## src/logic/cp_regs_pkg.sv

```systemverilog
// Purpose: Shared encodings for the debug and remap register pair of ends
// Assumes: Transfers carry opcode1, primary, secondary and opcode2 fields
// Notes: Field positions and reset values live here only
package cp_regs_pkg;

  localparam int DATA_W = 32;

  // Transfer encoding
  localparam logic [2:0] OP1_DEBUG = 3'h7;
  localparam logic [2:0] OP1_REMAP = 3'h0;
  localparam logic [3:0] CRN_SYS = 4'hF;
  localparam logic [3:0] CRM_CACHE = 4'h0;
  localparam logic [3:0] CRM_TLB = 4'h1;
  localparam logic [3:0] CRM_REMAP = 4'h2;
  localparam logic [2:0] OP2_ZERO = 3'h0;

  // Stored widths
  localparam int CACHE_W = 3;
  localparam int TLB_W = 8;
  localparam int REMAP_W = 16;

  // Cache debug bit positions
  localparam int BIT_FORCE_WT = 2;
  localparam int BIT_INST_FILL_OFF = 1;
  localparam int BIT_DATA_FILL_OFF = 0;

  // TLB debug bit positions
  localparam int BIT_MAIN_I_MATCH_OFF = 7;
  localparam int BIT_MAIN_D_MATCH_OFF = 6;
  localparam int BIT_MAIN_I_LOAD_OFF = 5;
  localparam int BIT_MAIN_D_LOAD_OFF = 4;
  localparam int BIT_MICRO_I_MATCH_OFF = 3;
  localparam int BIT_MICRO_D_MATCH_OFF = 2;
  localparam int BIT_MICRO_I_LOAD_OFF = 1;
  localparam int BIT_MICRO_D_LOAD_OFF = 0;

  // Remap layout: side base plus two bits per class code
  localparam int REMAP_INST_LSB = 8;
  localparam int REMAP_DATA_LSB = 0;
  localparam int REMAP_FIELD_W = 2;

  // Reset values
  localparam logic [CACHE_W-1:0] CACHE_RESET = 3'h0;
  localparam logic [TLB_W-1:0] TLB_RESET = 8'h00;
  localparam logic [REMAP_W-1:0] REMAP_RESET = 16'hE4E4;

  // Writable masks; reserved bits go out as zero
  localparam logic [DATA_W-1:0] CACHE_WMASK = 32'h0000_0007;
  localparam logic [DATA_W-1:0] TLB_WMASK = 32'h0000_00FF;
  localparam logic [DATA_W-1:0] REMAP_WMASK = 32'h0000_FFFF;

  // Value written before a command that has cmd_seal set
  localparam logic [DATA_W-1:0] TLB_SEAL = 32'h0000_003F;

  // Linefill length in words
  localparam int LINE_WORDS = 8;

  typedef enum logic [1:0] {
    ATTR_NCNB = 2'b00,
    ATTR_NCB = 2'b01,
    ATTR_WT = 2'b10,
    ATTR_WB = 2'b11
  } attr_e;

  typedef enum logic [1:0] {
    SEL_CACHE = 2'b00,
    SEL_TLB = 2'b01,
    SEL_REMAP = 2'b10
  } reg_sel_e;

endpackage : cp_regs_pkg

```

## src/logic/cp_xfer_if.sv

```systemverilog
// Purpose: Coprocessor register transfer link between core and registers
// Assumes: One clock; request is a one-cycle pulse
// Notes: Answer follows one enabled cycle after the request
`timescale 1ns/1ps
interface cp_xfer_if
  import cp_regs_pkg::*;
  (
  input wire logic ref_clk
);
  logic req;
  logic write;
  logic [2:0] op1;
  logic [3:0] crn;
  logic [3:0] crm;
  logic [2:0] op2;
  logic [DATA_W-1:0] wdata;
  logic ack;
  logic undef;
  logic [DATA_W-1:0] rdata;

  modport core (
    output req, write, op1, crn, crm, op2, wdata,
    input ack, undef, rdata
  );

  modport regs (
    input req, write, op1, crn, crm, op2, wdata,
    output ack, undef, rdata
  );
endinterface : cp_xfer_if
```

## src/logic/cache_mmu_debug_regs.sv

```systemverilog
// Purpose: Debug control and region remap registers with their effects
// Assumes: Caches and TLBs act on the enables and attributes given here
// Notes: Writes act from the cycle after the request edge
`timescale 1ns/1ps
module cache_mmu_debug_regs
  import cp_regs_pkg::*;
  #(
  parameter int FILL_WORDS = LINE_WORDS
) (
  // Clock, reset, enable
  input wire logic ref_clk,
  input wire logic rst,
  input wire logic ce,
  // Transfer link
  cp_xfer_if.regs bus,
  // Attribute resolution
  input wire attr_e inst_class,
  input wire attr_e data_class,
  output attr_e inst_attr,
  output attr_e data_attr,
  // Data cache write hit handling
  input wire logic dc_write_hit,
  input wire logic dc_line_dirty,
  output logic dc_mark_dirty,
  output logic dc_write_external,
  // Linefill control
  output logic ic_alloc_en,
  output logic dc_alloc_en,
  output logic ic_miss_forward,
  output logic dc_miss_forward,
  output logic [3:0] fill_word_count,
  // TLB control
  output logic main_tlb_inst_load_en,
  output logic main_tlb_data_load_en,
  output logic main_tlb_inst_match_en,
  output logic main_tlb_data_match_en,
  output logic micro_tlb_inst_match_en,
  output logic micro_tlb_data_match_en,
  output logic micro_tlb_inst_load_en,
  output logic micro_tlb_data_load_en,
  // Register views
  output logic force_write_through,
  output logic [TLB_W-1:0] tlb_debug_bits
);

  if (FILL_WORDS < 1 || FILL_WORDS > 15)
    $error("FILL_WORDS out of range");

  logic [CACHE_W-1:0] cache_debug_control;
  logic [TLB_W-1:0] tlb_debug_control;
  logic [REMAP_W-1:0] region_attribute_remap;
  logic hit_cache;
  logic hit_tlb;
  logic hit_remap;
  logic [DATA_W-1:0] next_rdata;
  logic [REMAP_FIELD_W-1:0] inst_field;
  logic [REMAP_FIELD_W-1:0] data_field;
  logic inst_fill_off;
  logic data_fill_off;

  // Address decode
  always_comb
  begin
    hit_cache = bus.op1 == OP1_DEBUG && bus.crn == CRN_SYS
      && bus.crm == CRM_CACHE && bus.op2 == OP2_ZERO;
    hit_tlb = bus.op1 == OP1_DEBUG && bus.crn == CRN_SYS
      && bus.crm == CRM_TLB && bus.op2 == OP2_ZERO;
    hit_remap = bus.op1 == OP1_REMAP && bus.crn == CRN_SYS
      && bus.crm == CRM_REMAP && bus.op2 == OP2_ZERO;
  end

  // Cache debug register
  always_ff @(posedge ref_clk)
  begin
    if (rst)
      cache_debug_control <= CACHE_RESET;
    else if (ce && bus.req && bus.write && hit_cache)
      cache_debug_control <= bus.wdata[CACHE_W-1:0];
  end

  // TLB debug register
  always_ff @(posedge ref_clk)
  begin
    if (rst)
      tlb_debug_control <= TLB_RESET;
    else if (ce && bus.req && bus.write && hit_tlb)
      tlb_debug_control <= bus.wdata[TLB_W-1:0];
  end

  // Remap register; upper half is not stored so it stays zero
  always_ff @(posedge ref_clk)
  begin
    if (rst)
      region_attribute_remap <= REMAP_RESET;
    else if (ce && bus.req && bus.write && hit_remap)
      region_attribute_remap <= bus.wdata[REMAP_W-1:0];
  end

  // Read data; reserved bits answer zero
  always_comb
  begin
    next_rdata = '0;
    if (hit_cache)
      next_rdata = DATA_W'(cache_debug_control);
    else if (hit_tlb)
      next_rdata = DATA_W'(tlb_debug_control);
    else if (hit_remap)
      next_rdata = DATA_W'(region_attribute_remap);
  end

  // Answer one enabled cycle after the request
  always_ff @(posedge ref_clk)
  begin
    if (rst)
    begin
      bus.ack <= 1'b0;
      bus.undef <= 1'b0;
      bus.rdata <= '0;
    end
    else if (ce)
    begin
      bus.ack <= bus.req;
      bus.undef <= bus.req && !(hit_cache || hit_tlb || hit_remap);
      if (bus.req && !bus.write)
        bus.rdata <= next_rdata;
    end
  end

  // Attribute resolution, remap applied to any incoming class
  always_comb
  begin
    inst_field = region_attribute_remap[REMAP_INST_LSB
      + REMAP_FIELD_W * int'(inst_class) +: REMAP_FIELD_W];
    data_field = region_attribute_remap[REMAP_DATA_LSB
      + REMAP_FIELD_W * int'(data_class) +: REMAP_FIELD_W];
    inst_attr = attr_e'(inst_field);
    data_attr = attr_e'(data_field);
    // Force is the last stage so remap cannot undo it
    if (force_write_through && data_attr == ATTR_WB)
      data_attr = ATTR_WT;
  end

  assign force_write_through = cache_debug_control[BIT_FORCE_WT];
  assign tlb_debug_bits = tlb_debug_control;

  // Write hit: clean lines stay clean unless data_attr is WB, dirty lines are never cleared here
  always_comb
  begin
    dc_mark_dirty = 1'b0;
    dc_write_external = 1'b0;
    if (dc_write_hit)
    begin
      if (data_attr == ATTR_WB)
        dc_mark_dirty = 1'b1;
      else
        dc_write_external = 1'b1;
      // Dirty line keeps its mark; other words still owed a write-back
      if (force_write_through && dc_line_dirty)
        dc_write_external = 1'b1;
    end
  end

  // Linefill: still fetch the full line, just do not allocate it
  assign inst_fill_off = cache_debug_control[BIT_INST_FILL_OFF];
  assign data_fill_off = cache_debug_control[BIT_DATA_FILL_OFF];
  assign ic_alloc_en = !inst_fill_off;
  assign dc_alloc_en = !data_fill_off;
  assign ic_miss_forward = inst_fill_off;
  assign dc_miss_forward = data_fill_off;
  assign fill_word_count = 4'(FILL_WORDS);

  // TLB enables; the walk itself is never stopped by these
  assign main_tlb_inst_load_en =
    !tlb_debug_control[BIT_MAIN_I_LOAD_OFF];
  assign main_tlb_data_load_en =
    !tlb_debug_control[BIT_MAIN_D_LOAD_OFF];
  assign main_tlb_inst_match_en =
    !tlb_debug_control[BIT_MAIN_I_MATCH_OFF];
  assign main_tlb_data_match_en =
    !tlb_debug_control[BIT_MAIN_D_MATCH_OFF];
  assign micro_tlb_inst_match_en =
    !tlb_debug_control[BIT_MICRO_I_MATCH_OFF];
  assign micro_tlb_data_match_en =
    !tlb_debug_control[BIT_MICRO_D_MATCH_OFF];
  assign micro_tlb_inst_load_en =
    !tlb_debug_control[BIT_MICRO_I_LOAD_OFF];
  assign micro_tlb_data_load_en =
    !tlb_debug_control[BIT_MICRO_D_LOAD_OFF];

endmodule : cache_mmu_debug_regs

```

## src/flat_wrapper.sv

```systemverilog
// flat-port wrapper written by rule: the top's interface ports become plain ports
module cache_mmu_debug_regs_flat import cp_regs_pkg::*;
#(
  parameter int FILL_WORDS = LINE_WORDS
)
  (ref_clk, rst, ce, inst_class, data_class, inst_attr, data_attr, dc_write_hit, dc_line_dirty, dc_mark_dirty, dc_write_external, ic_alloc_en, dc_alloc_en, ic_miss_forward, dc_miss_forward, fill_word_count, main_tlb_inst_load_en, main_tlb_data_load_en, main_tlb_inst_match_en, main_tlb_data_match_en, micro_tlb_inst_match_en, micro_tlb_data_match_en, micro_tlb_inst_load_en, micro_tlb_data_load_en, force_write_through, tlb_debug_bits, bus_req, bus_write, bus_op1, bus_crn, bus_crm, bus_op2, bus_wdata, bus_ack, bus_undef, bus_rdata);
  cp_xfer_if bus_i (.ref_clk(ref_clk));
  input wire logic ref_clk;
  input wire logic rst;
  input wire logic ce;
  input wire attr_e inst_class;
  input wire attr_e data_class;
  output attr_e inst_attr;
  output attr_e data_attr;
  input wire logic dc_write_hit;
  input wire logic dc_line_dirty;
  output logic dc_mark_dirty;
  output logic dc_write_external;
  output logic ic_alloc_en;
  output logic dc_alloc_en;
  output logic ic_miss_forward;
  output logic dc_miss_forward;
  output logic [3:0] fill_word_count;
  output logic main_tlb_inst_load_en;
  output logic main_tlb_data_load_en;
  output logic main_tlb_inst_match_en;
  output logic main_tlb_data_match_en;
  output logic micro_tlb_inst_match_en;
  output logic micro_tlb_data_match_en;
  output logic micro_tlb_inst_load_en;
  output logic micro_tlb_data_load_en;
  output logic force_write_through;
  output logic [TLB_W-1:0] tlb_debug_bits;
  input wire logic [$bits(bus_i.req)-1:0] bus_req;
  input wire logic [$bits(bus_i.write)-1:0] bus_write;
  input wire logic [$bits(bus_i.op1)-1:0] bus_op1;
  input wire logic [$bits(bus_i.crn)-1:0] bus_crn;
  input wire logic [$bits(bus_i.crm)-1:0] bus_crm;
  input wire logic [$bits(bus_i.op2)-1:0] bus_op2;
  input wire logic [$bits(bus_i.wdata)-1:0] bus_wdata;
  output wire logic [$bits(bus_i.ack)-1:0] bus_ack;
  output wire logic [$bits(bus_i.undef)-1:0] bus_undef;
  output wire logic [$bits(bus_i.rdata)-1:0] bus_rdata;
  assign bus_i.req = bus_req;
  assign bus_i.write = bus_write;
  assign bus_i.op1 = bus_op1;
  assign bus_i.crn = bus_crn;
  assign bus_i.crm = bus_crm;
  assign bus_i.op2 = bus_op2;
  assign bus_i.wdata = bus_wdata;
  assign bus_ack = bus_i.ack;
  assign bus_undef = bus_i.undef;
  assign bus_rdata = bus_i.rdata;
  cache_mmu_debug_regs #(.FILL_WORDS(FILL_WORDS)) u_core (.ref_clk(ref_clk), .rst(rst), .ce(ce), .bus(bus_i), .inst_class(inst_class), .data_class(data_class), .inst_attr(inst_attr), .data_attr(data_attr), .dc_write_hit(dc_write_hit), .dc_line_dirty(dc_line_dirty), .dc_mark_dirty(dc_mark_dirty), .dc_write_external(dc_write_external), .ic_alloc_en(ic_alloc_en), .dc_alloc_en(dc_alloc_en), .ic_miss_forward(ic_miss_forward), .dc_miss_forward(dc_miss_forward), .fill_word_count(fill_word_count), .main_tlb_inst_load_en(main_tlb_inst_load_en), .main_tlb_data_load_en(main_tlb_data_load_en), .main_tlb_inst_match_en(main_tlb_inst_match_en), .main_tlb_data_match_en(main_tlb_data_match_en), .micro_tlb_inst_match_en(micro_tlb_inst_match_en), .micro_tlb_data_match_en(micro_tlb_data_match_en), .micro_tlb_inst_load_en(micro_tlb_inst_load_en), .micro_tlb_data_load_en(micro_tlb_data_load_en), .force_write_through(force_write_through), .tlb_debug_bits(tlb_debug_bits));
endmodule
```

## config.mk

```make
export PLATFORM = sky130hd
export DESIGN_NAME = cache_mmu_debug_regs_flat
export DESIGN_NICKNAME = d
export VERILOG_FILES = /design/src/logic/cp_regs_pkg.sv /design/src/logic/cp_xfer_if.sv /design/src/logic/cache_mmu_debug_regs.sv /design/src/flat_wrapper.sv
export SDC_FILE = /design/constraint.sdc
export NUM_CORES = 1
export LEC_CHECK = 0
export BUFFER_PORTS_ARGS = -buffer_cell sky130_fd_sc_hd__buf_4
export CAP_MARGIN = 20
export CORE_MARGIN = 1
export CORE_UTILIZATION = 41
export DETAILED_ROUTE_END_ITERATION = 8
export PLACE_DENSITY = 0.76
export SYNTH_ARGS = -nofsm -noshare
export SYNTH_HDL_FRONTEND = slang
export SYNTH_SLANG_ARGS = --single-unit
```

## constraint.sdc

```tcl
create_clock -name ref_clk -period 1.4 [get_ports ref_clk]
set_input_delay 0.14 -clock ref_clk [delete_from_list [all_inputs] [get_ports ref_clk]]
set_output_delay 0.14 -clock ref_clk [all_outputs]
set_load 0.02 [all_outputs]
```

==> impl_metrics.json, run 1 <==
{
  "track_usage_pct": 20.4,
  "finalNetCount": 428,
  "synth-edff-count": 0,
  "numCtsBuffers": 5,
  "cp_top_family": "multiplexers",
  "core_area_mm2": 0.00554,
  "start_util_pct": 42.9,
  "ys_async_sr_fraction_pct": 0,
  "ys_seq_area_share_pct": 37.9,
  "worstPathArrival_ns": 1.56,
  "period_share_pct": 121,
  "finalClockSkew_ns": 0.00586,
  "path_clk_slew_ns": 0.09,
  "vias": 2309,
  "path_class": "reg -> out",
  "pin_count": 122,
  "yosysWarnings": 0,
  "p_switching_uw": 633,
  "stdcell_count": 444,
  "p_comb_share_pct": 14.1,
  "synthFlopType": "dfxtp_1",
  "area_growth_pct": 40.1,
  "fin_tns_setup_ns": -1.11,
  "crit_slowest_cell": "mux4_2",
  "required_ns": 1.26,
  "p_per_area_mw_per_mm2": 762,
  "gr-total-overflow": 0,
  "htreeDepth": 2,
  "drv_slew": 0,
  "insertion_delay_ns": 0.30,
  "start_kind": "flip-flop",
  "end_kind": "output port",
  "rr_startpoint": "u_core.cache_debug_control[2]",
  "outcome": "finished with violations",
  "r2r-end": "u_core.bus.rdata[2]",
  "num_rows": 27,
  "place_hpwl_um": 4800,
  "rsz0062_at_grt": "true",
  "drcViolationCount": 0,
  "die_x_um": 78.1,
  "final_hold_viol_count": 0,
  "hold_class": "in -> reg",
  "power_frac_seq_pct": 50.9,
  "dieArea_mm2": 0.00610,
  "cts_tree": "done",
  "ys_ff_latch": 45,
  "cts_root_buffer": "clkbuf_8",
  "max_cap_violations": 0,
  "postRouteAntennaNets": 0,
  "port_buffers": 84,
  "synthCells": 263,
  "drt_iter0_drc": 203,
  "clock_sinks": 45,
  "p_int_mw": 1.90,
  "violations": "negative setup slack",
  "dpl_worst_slack_ns": -0.179,
  "worst_pin_slew_ns": 0.691,
  "drive_gt1_share_pct": 44.1,
  "r2r_setup_slack_ns": 0.25,
  "worst_hold_slack_ns": 0.106,
  "syn_area_mm2": 0.00237,
  "path_cells": "mux4_2 -> nand2_2 -> nor2_2 -> and2_4 -> buf_6",
  "period_needed_ns": 1.70,
  "antennaDiodeCount": 0,
  "grt_pass1_vias": 2020,
  "max_clock_freq_mhz": 589,
  "swShare_pct": 25.0,
  "die_h_um": 78.1,
  "setup.worst_path.start": "u_core.region_attribute_remap[2]",
  "wl_um": 6440,
  "timing.final.ws_setup_ns": -0.297,
  "crit_cells": 5,
  "drt-vias-per-instance": 5.20,
  "antenna_found_initial": 0,
  "grt_pass1_wl_um": 9880,
  "slew_headroom_pct": 53.8,
  "cp_max_fo": 2,
  "clkPwrFrac_pct": 35.0,
  "dp_cells": 432,
  "peakVddDrop_mv": 0.462,
  "final_common_cell": "buf_4",
  "ys_types": 41,
  "synth_area_per_cell_um2": 9.03,
  "cp.buffers_inverters": 1,
  "critPathMaxStageDelay_ns": 0.50,
  "crit_path_end": "dc_mark_dirty",
  "r2r_cells": 3,
  "setup_viol": 5,
  "wl_per_cell_um": 14.5,
  "gp_congestion": 0.817,
  "p_leak_nw": 1.46,
  "final_cell_mix": "111 x buf_4, 38 x dfxtp_1, 25 x a21oi_1",
  "grt_start_max_net_pins": 39,
  "drt_first_pass_iters": 4,
  "clockBufferDepth": 2
}
-- how the worst min path moves through the flow --
stage,from,end,cells past startpoint
after floorplan,bus_wdata[11],u_core.region_attribute_remap[11],2
after global placement,bus_wdata[9],u_core.region_attribute_remap[9],3
after detailed placement,bus_wdata[8],u_core.region_attribute_remap[8],3
after CTS,bus_wdata[5],u_core.tlb_debug_bits[5],3
after global routing,bus_wdata[6],u_core.tlb_debug_bits[6],3
final,bus_wdata[5],u_core.tlb_debug_bits[5],3
-- power groups by stage --
stage / sequential (mW) / clock [mW] / combinational, mW
detailed placement: 1.32 / 0 / 0.340
CTS: 1.29 / 0.895 / 0.356
finish: 1.29 / 0.888 / 0.358
global route: 1.29 / 0.947 / 0.383
floorplan: 1.33 / 0 / 0.202
global placement: 1.32 / 0 / 0.337
-- cell type report --
class	instances	area, um^2
clock buffer	7	96.3
tap	72	90.1
clock inverter	1	5.00
sequential	45	910
fill	505	2210
timing repair buffer	121	963
multi-input combinational	188	1220
inverter	10	37.5
-- timing repair --
action	CTS	global route
endpoints found under the hold margin	0	0
resized for setup	18	1
pin swaps	3	1
hold buffers	0	0
setup buffers	3	1
endpoints found under the setup margin	6	6
-- synth_stat cells, types with 5 or more instances --
| cell type | count | share of area [%] |
|---|---|---|
| o21ai_0 | 18 | 3.8 |
| a21o_1 | 5 | 1.6 |
| nand3_1 | 24 | 5.1 |
| buf_4 | 20 | 6.3 |
| nand2_1 | 13 | 2.1 |
| and3_2 | 10 | 3.2 |
| nor2_1 | 6 | 0.95 |
| clkbuf_1 | 8 | 1.3 |
| a211o_1 | 8 | 3.0 |
| dfxtp_1 | 45 | 38 |
| inv_1 | 10 | 1.6 |
| o31ai_1 | 5 | 1.6 |
| nand3b_1 | 7 | 2.2 |
| nand2b_1 | 12 | 3.2 |
| a21oi_1 | 25 | 5.3 |
-- flip-flops by register name, indices dropped and copies added, names as in the netlist --
| signal | cells |
|---|---|
| u_core.bus.ack | 1 |
| u_core.bus.rdata | 16 |
| u_core.bus.undef | 1 |
| u_core.cache_debug_control | 3 |
| u_core.region_attribute_remap | 16 |
| u_core.tlb_debug_bits | 8 |
-- worst reg2reg max path, delay by kind of cell (launching register included) --
kind	cells	cell delay, ns
AO/OA/AOI/OAI	1	0.28
flip-flops	1	0.39
AND/OR/NAND/NOR	1	0.08
multiplexers	1	0.28
-- kinds of logic after synthesis --
| group | count (synthesis) | synth area share, % |
|---|---|---|
| AND/OR/NAND/NOR | 94 | 25.3 |
| multiplexers | 8 | 5.53 |
| buffers and inverters | 48 | 13.9 |
| other | 2 | 0.316 |
| flip-flops | 45 | 37.9 |
| AO/OA/AOI/OAI | 66 | 17.0 |
-- through the flow --
stage               cell area, um^2  power, mW  util [%]
floorplan                      2440       1.53         -
global placement               3150       1.66      56.8
detailed placement             3150       1.66      56.8
CTS                            3320       2.54      59.9
global route                   3330       2.62      60.0
finish                         3330       2.54      60.0
-- layer usage --
layer / track usage [%] / part of all wire, % / up-vias
li1: - / - / 1115
met1: 26.6 / 43 / 1088
met2: 34.3 / 49 / 96
met3: 3.26 / 6.2 / 10
met4: 6.67 / 1.5 / 0
met5: 0 / 0 / -
Power figures use the tool's default switching activity.
==> inputs of run 2 (changes only) <==
--- a/config.mk
+++ b/config.mk
@@ -8,9 +8,9 @@
 export BUFFER_PORTS_ARGS = -buffer_cell sky130_fd_sc_hd__buf_4
 export CAP_MARGIN = 20
 export CORE_MARGIN = 1
-export CORE_UTILIZATION = 41
+export CORE_UTILIZATION = 46
 export DETAILED_ROUTE_END_ITERATION = 8
-export PLACE_DENSITY = 0.76
+export PLACE_DENSITY = 0.81
 export SYNTH_ARGS = -nofsm -noshare
 export SYNTH_HDL_FRONTEND = slang
 export SYNTH_SLANG_ARGS = --single-unit
==> constraint.sdc (replaced) <==
create_clock -name ref_clk -period 2.14 [get_ports ref_clk]
set_input_delay 0.214 -clock ref_clk [delete_from_list [all_inputs] [get_ports ref_clk]]
set_output_delay 0.214 -clock ref_clk [all_outputs]
set_load 0.02 [all_outputs]
==> run 2 against run 1 <==
The run now ends clean. Register-to-register slack gained 0.72 ns. Combinational power shrank 44%. Clock power shrank 35%. Sequential share of layout area grew 2.6 points. Worst hold slack gained 0.066 ns. Routed wire length shrank 8.7%. Clock-buffer cell count is the same. Clock skew shrank 0.0050 ns. Largest cell class unchanged.
==> impl_metrics.json, run 2 (synthesis gave the netlist of run 1 again) <==
{
  "cts_hold_buf": 0,
  "totalPowerFinal_mw": 1.62,
  "hold_path_startpoint": "bus_wdata[8]",
  "antennaDiodeCount": 0,
  "peakVddDrop_mv": 0.415,
  "htreeDepth": 2,
  "die_x_um": 73.9,
  "grt_start_max_net_pins": 56,
  "r2r_cells": 3,
  "r2r-end": "u_core.bus.rdata[2]",
  "die_h_um": 73.9,
  "p_per_area_mw_per_mm2": 537,
  "drive_gt1_share_pct": 35.5,
  "max_cap_violations": 0,
  "final_core_util_pct": 62.1,
  "pin_count": 122,
  "max_clock_freq_mhz": 554,
  "place_hpwl_um": 4350,
  "rr_startpoint": "u_core.cache_debug_control[2]",
  "path_class": "reg -> out",
  "start_util_pct": 49.0,
  "placed_area_mm2": 0.00291,
  "worstPathArrival_ns": 1.59,
  "timing.final.ws_setup_ns": 0.335,
  "final_cell_mix": "90 x buf_4, 45 x dfxtp_1, 25 x a21oi_1",
  "dp_cells": 400,
  "worst_hold_slack_ns": 0.171,
  "grt_pass1_wl_um": 9130,
  "slew_headroom_pct": 54.0,
  "outcome": "complete, no violations",
  "gp_congestion": 0.798,
  "path_cells": "mux4_2 -> nand2_1 -> nor2_1 -> and2_1 -> buf_4",
  "cts_tree": "done",
  "setup_viol": 0,
  "numCtsBuffers": 5,
  "end_kind": "output port",
  "wl_um": 5880,
  "track_usage_pct": 22.1,
  "period_needed_ns": 1.80,
  "holdPathStages": 3,
  "final_common_cell": "buf_4",
  "port_buffers": 84,
  "finalClockSkew_ns": 0.000865,
  "antenna_found_initial": 0,
  "drv_slew": 0,
  "final_hold_viol_count": 0,
  "area_growth_pct": 26.8,
  "vias": 2163,
  "insertion_delay_ns": 0.30,
  "period_share_pct": 84.3,
  "crit_slowest_cell": "mux4_2",
  "postRouteAntennaNets": 0,
  "dpl_worst_slack_ns": 0.408,
  "start_kind": "flip-flop",
  "r2r_setup_slack_ns": 0.97,
  "drt-vias-per-instance": 5.30,
  "clockBufferDepth": 2,
  "critPathMaxStageDelay_ns": 0.51,
  "fin_tns_setup_ns": 0,
  "cts_root_buffer": "clkbuf_8",
  "drt_iter0_drc": 132,
  "rsz0062_at_grt": "false",
  "gr-total-overflow": 0,
  "cp_max_fo": 3,
  "hold_class": "in -> reg",
  "finalNetCount": 397,
  "min_to": "u_core.region_attribute_remap[8]",
  "path_clk_slew_ns": 0.08,
  "required_ns": 1.93,
  "core_area_mm2": 0.00485,
  "drt_first_pass_iters": 4,
  "final_area_mm2": 0.00301,
  "grt_pass1_vias": 1905,
  "cts_resized": 0,
  "clock_sinks": 45,
  "cts_setup_buffers": 0,
  "worst_pin_slew_ns": 0.687,
  "dieArea_mm2": 0.00545,
  "stdcell_count": 408,
  "p_leak_nw": 1.29,
  "wl_per_cell_um": 14.4,
  "drcViolationCount": 0,
  "num_rows": 25
}
run 2: worst max-delay path: cells and delay by family (launching register included):
kind | cells | cell delay, ns
and+or+nand+nor | 3 | 0.29
buffers and inverters | 1 | 0.15
muxes | 1 | 0.51
DFF | 1 | 0.34
run 2: cell type report:
| type | count | area, um^2 |
|---|---|---|
| Fill cell | 425 | 1840 |
| Multi-Input combinational cell | 188 | 1210 |
| Sequential cell | 45 | 901 |
| Timing Repair Buffer | 90 | 676 |
| Clock buffer | 7 | 96.3 |
| Tap cell | 67 | 83.8 |
| Inverter | 10 | 37.5 |
| Clock inverter | 1 | 5.00 |
run 2: layer usage:
metal,up-vias,track usage [%],wire (um)
met1,992,29.0,2540
met3,8,4.94,471
met4,0,7.05,72
met2,103,36.1,2800
li1,1060,-,-
met5,-,0,0
run 2: report_power, final:
part           total [mW]  internal (mW)  switching [mW]  leakage, nW
logic               0.199         0.0863           0.113        0.877
clock network       0.575          0.292           0.283       0.0542
registers           0.843          0.841         0.00230        0.363
run 2: how the worst max path moves through the flow:
stage                                     start                                end  depth (start not counted)
6_report       u_core.region_attribute_remap[7]                      dc_mark_dirty                          5
5_1_grt        u_core.region_attribute_remap[6]                      dc_mark_dirty                          5
4_1_cts        u_core.region_attribute_remap[7]                      dc_mark_dirty                          5
3_5_place_dp                         bus_crm[0]   u_core.region_attribute_remap[8]                          5
3_3_place_gp                         bus_crm[0]  u_core.region_attribute_remap[11]                          5
2_1_floorplan  u_core.region_attribute_remap[7]                       data_attr[0]                          2
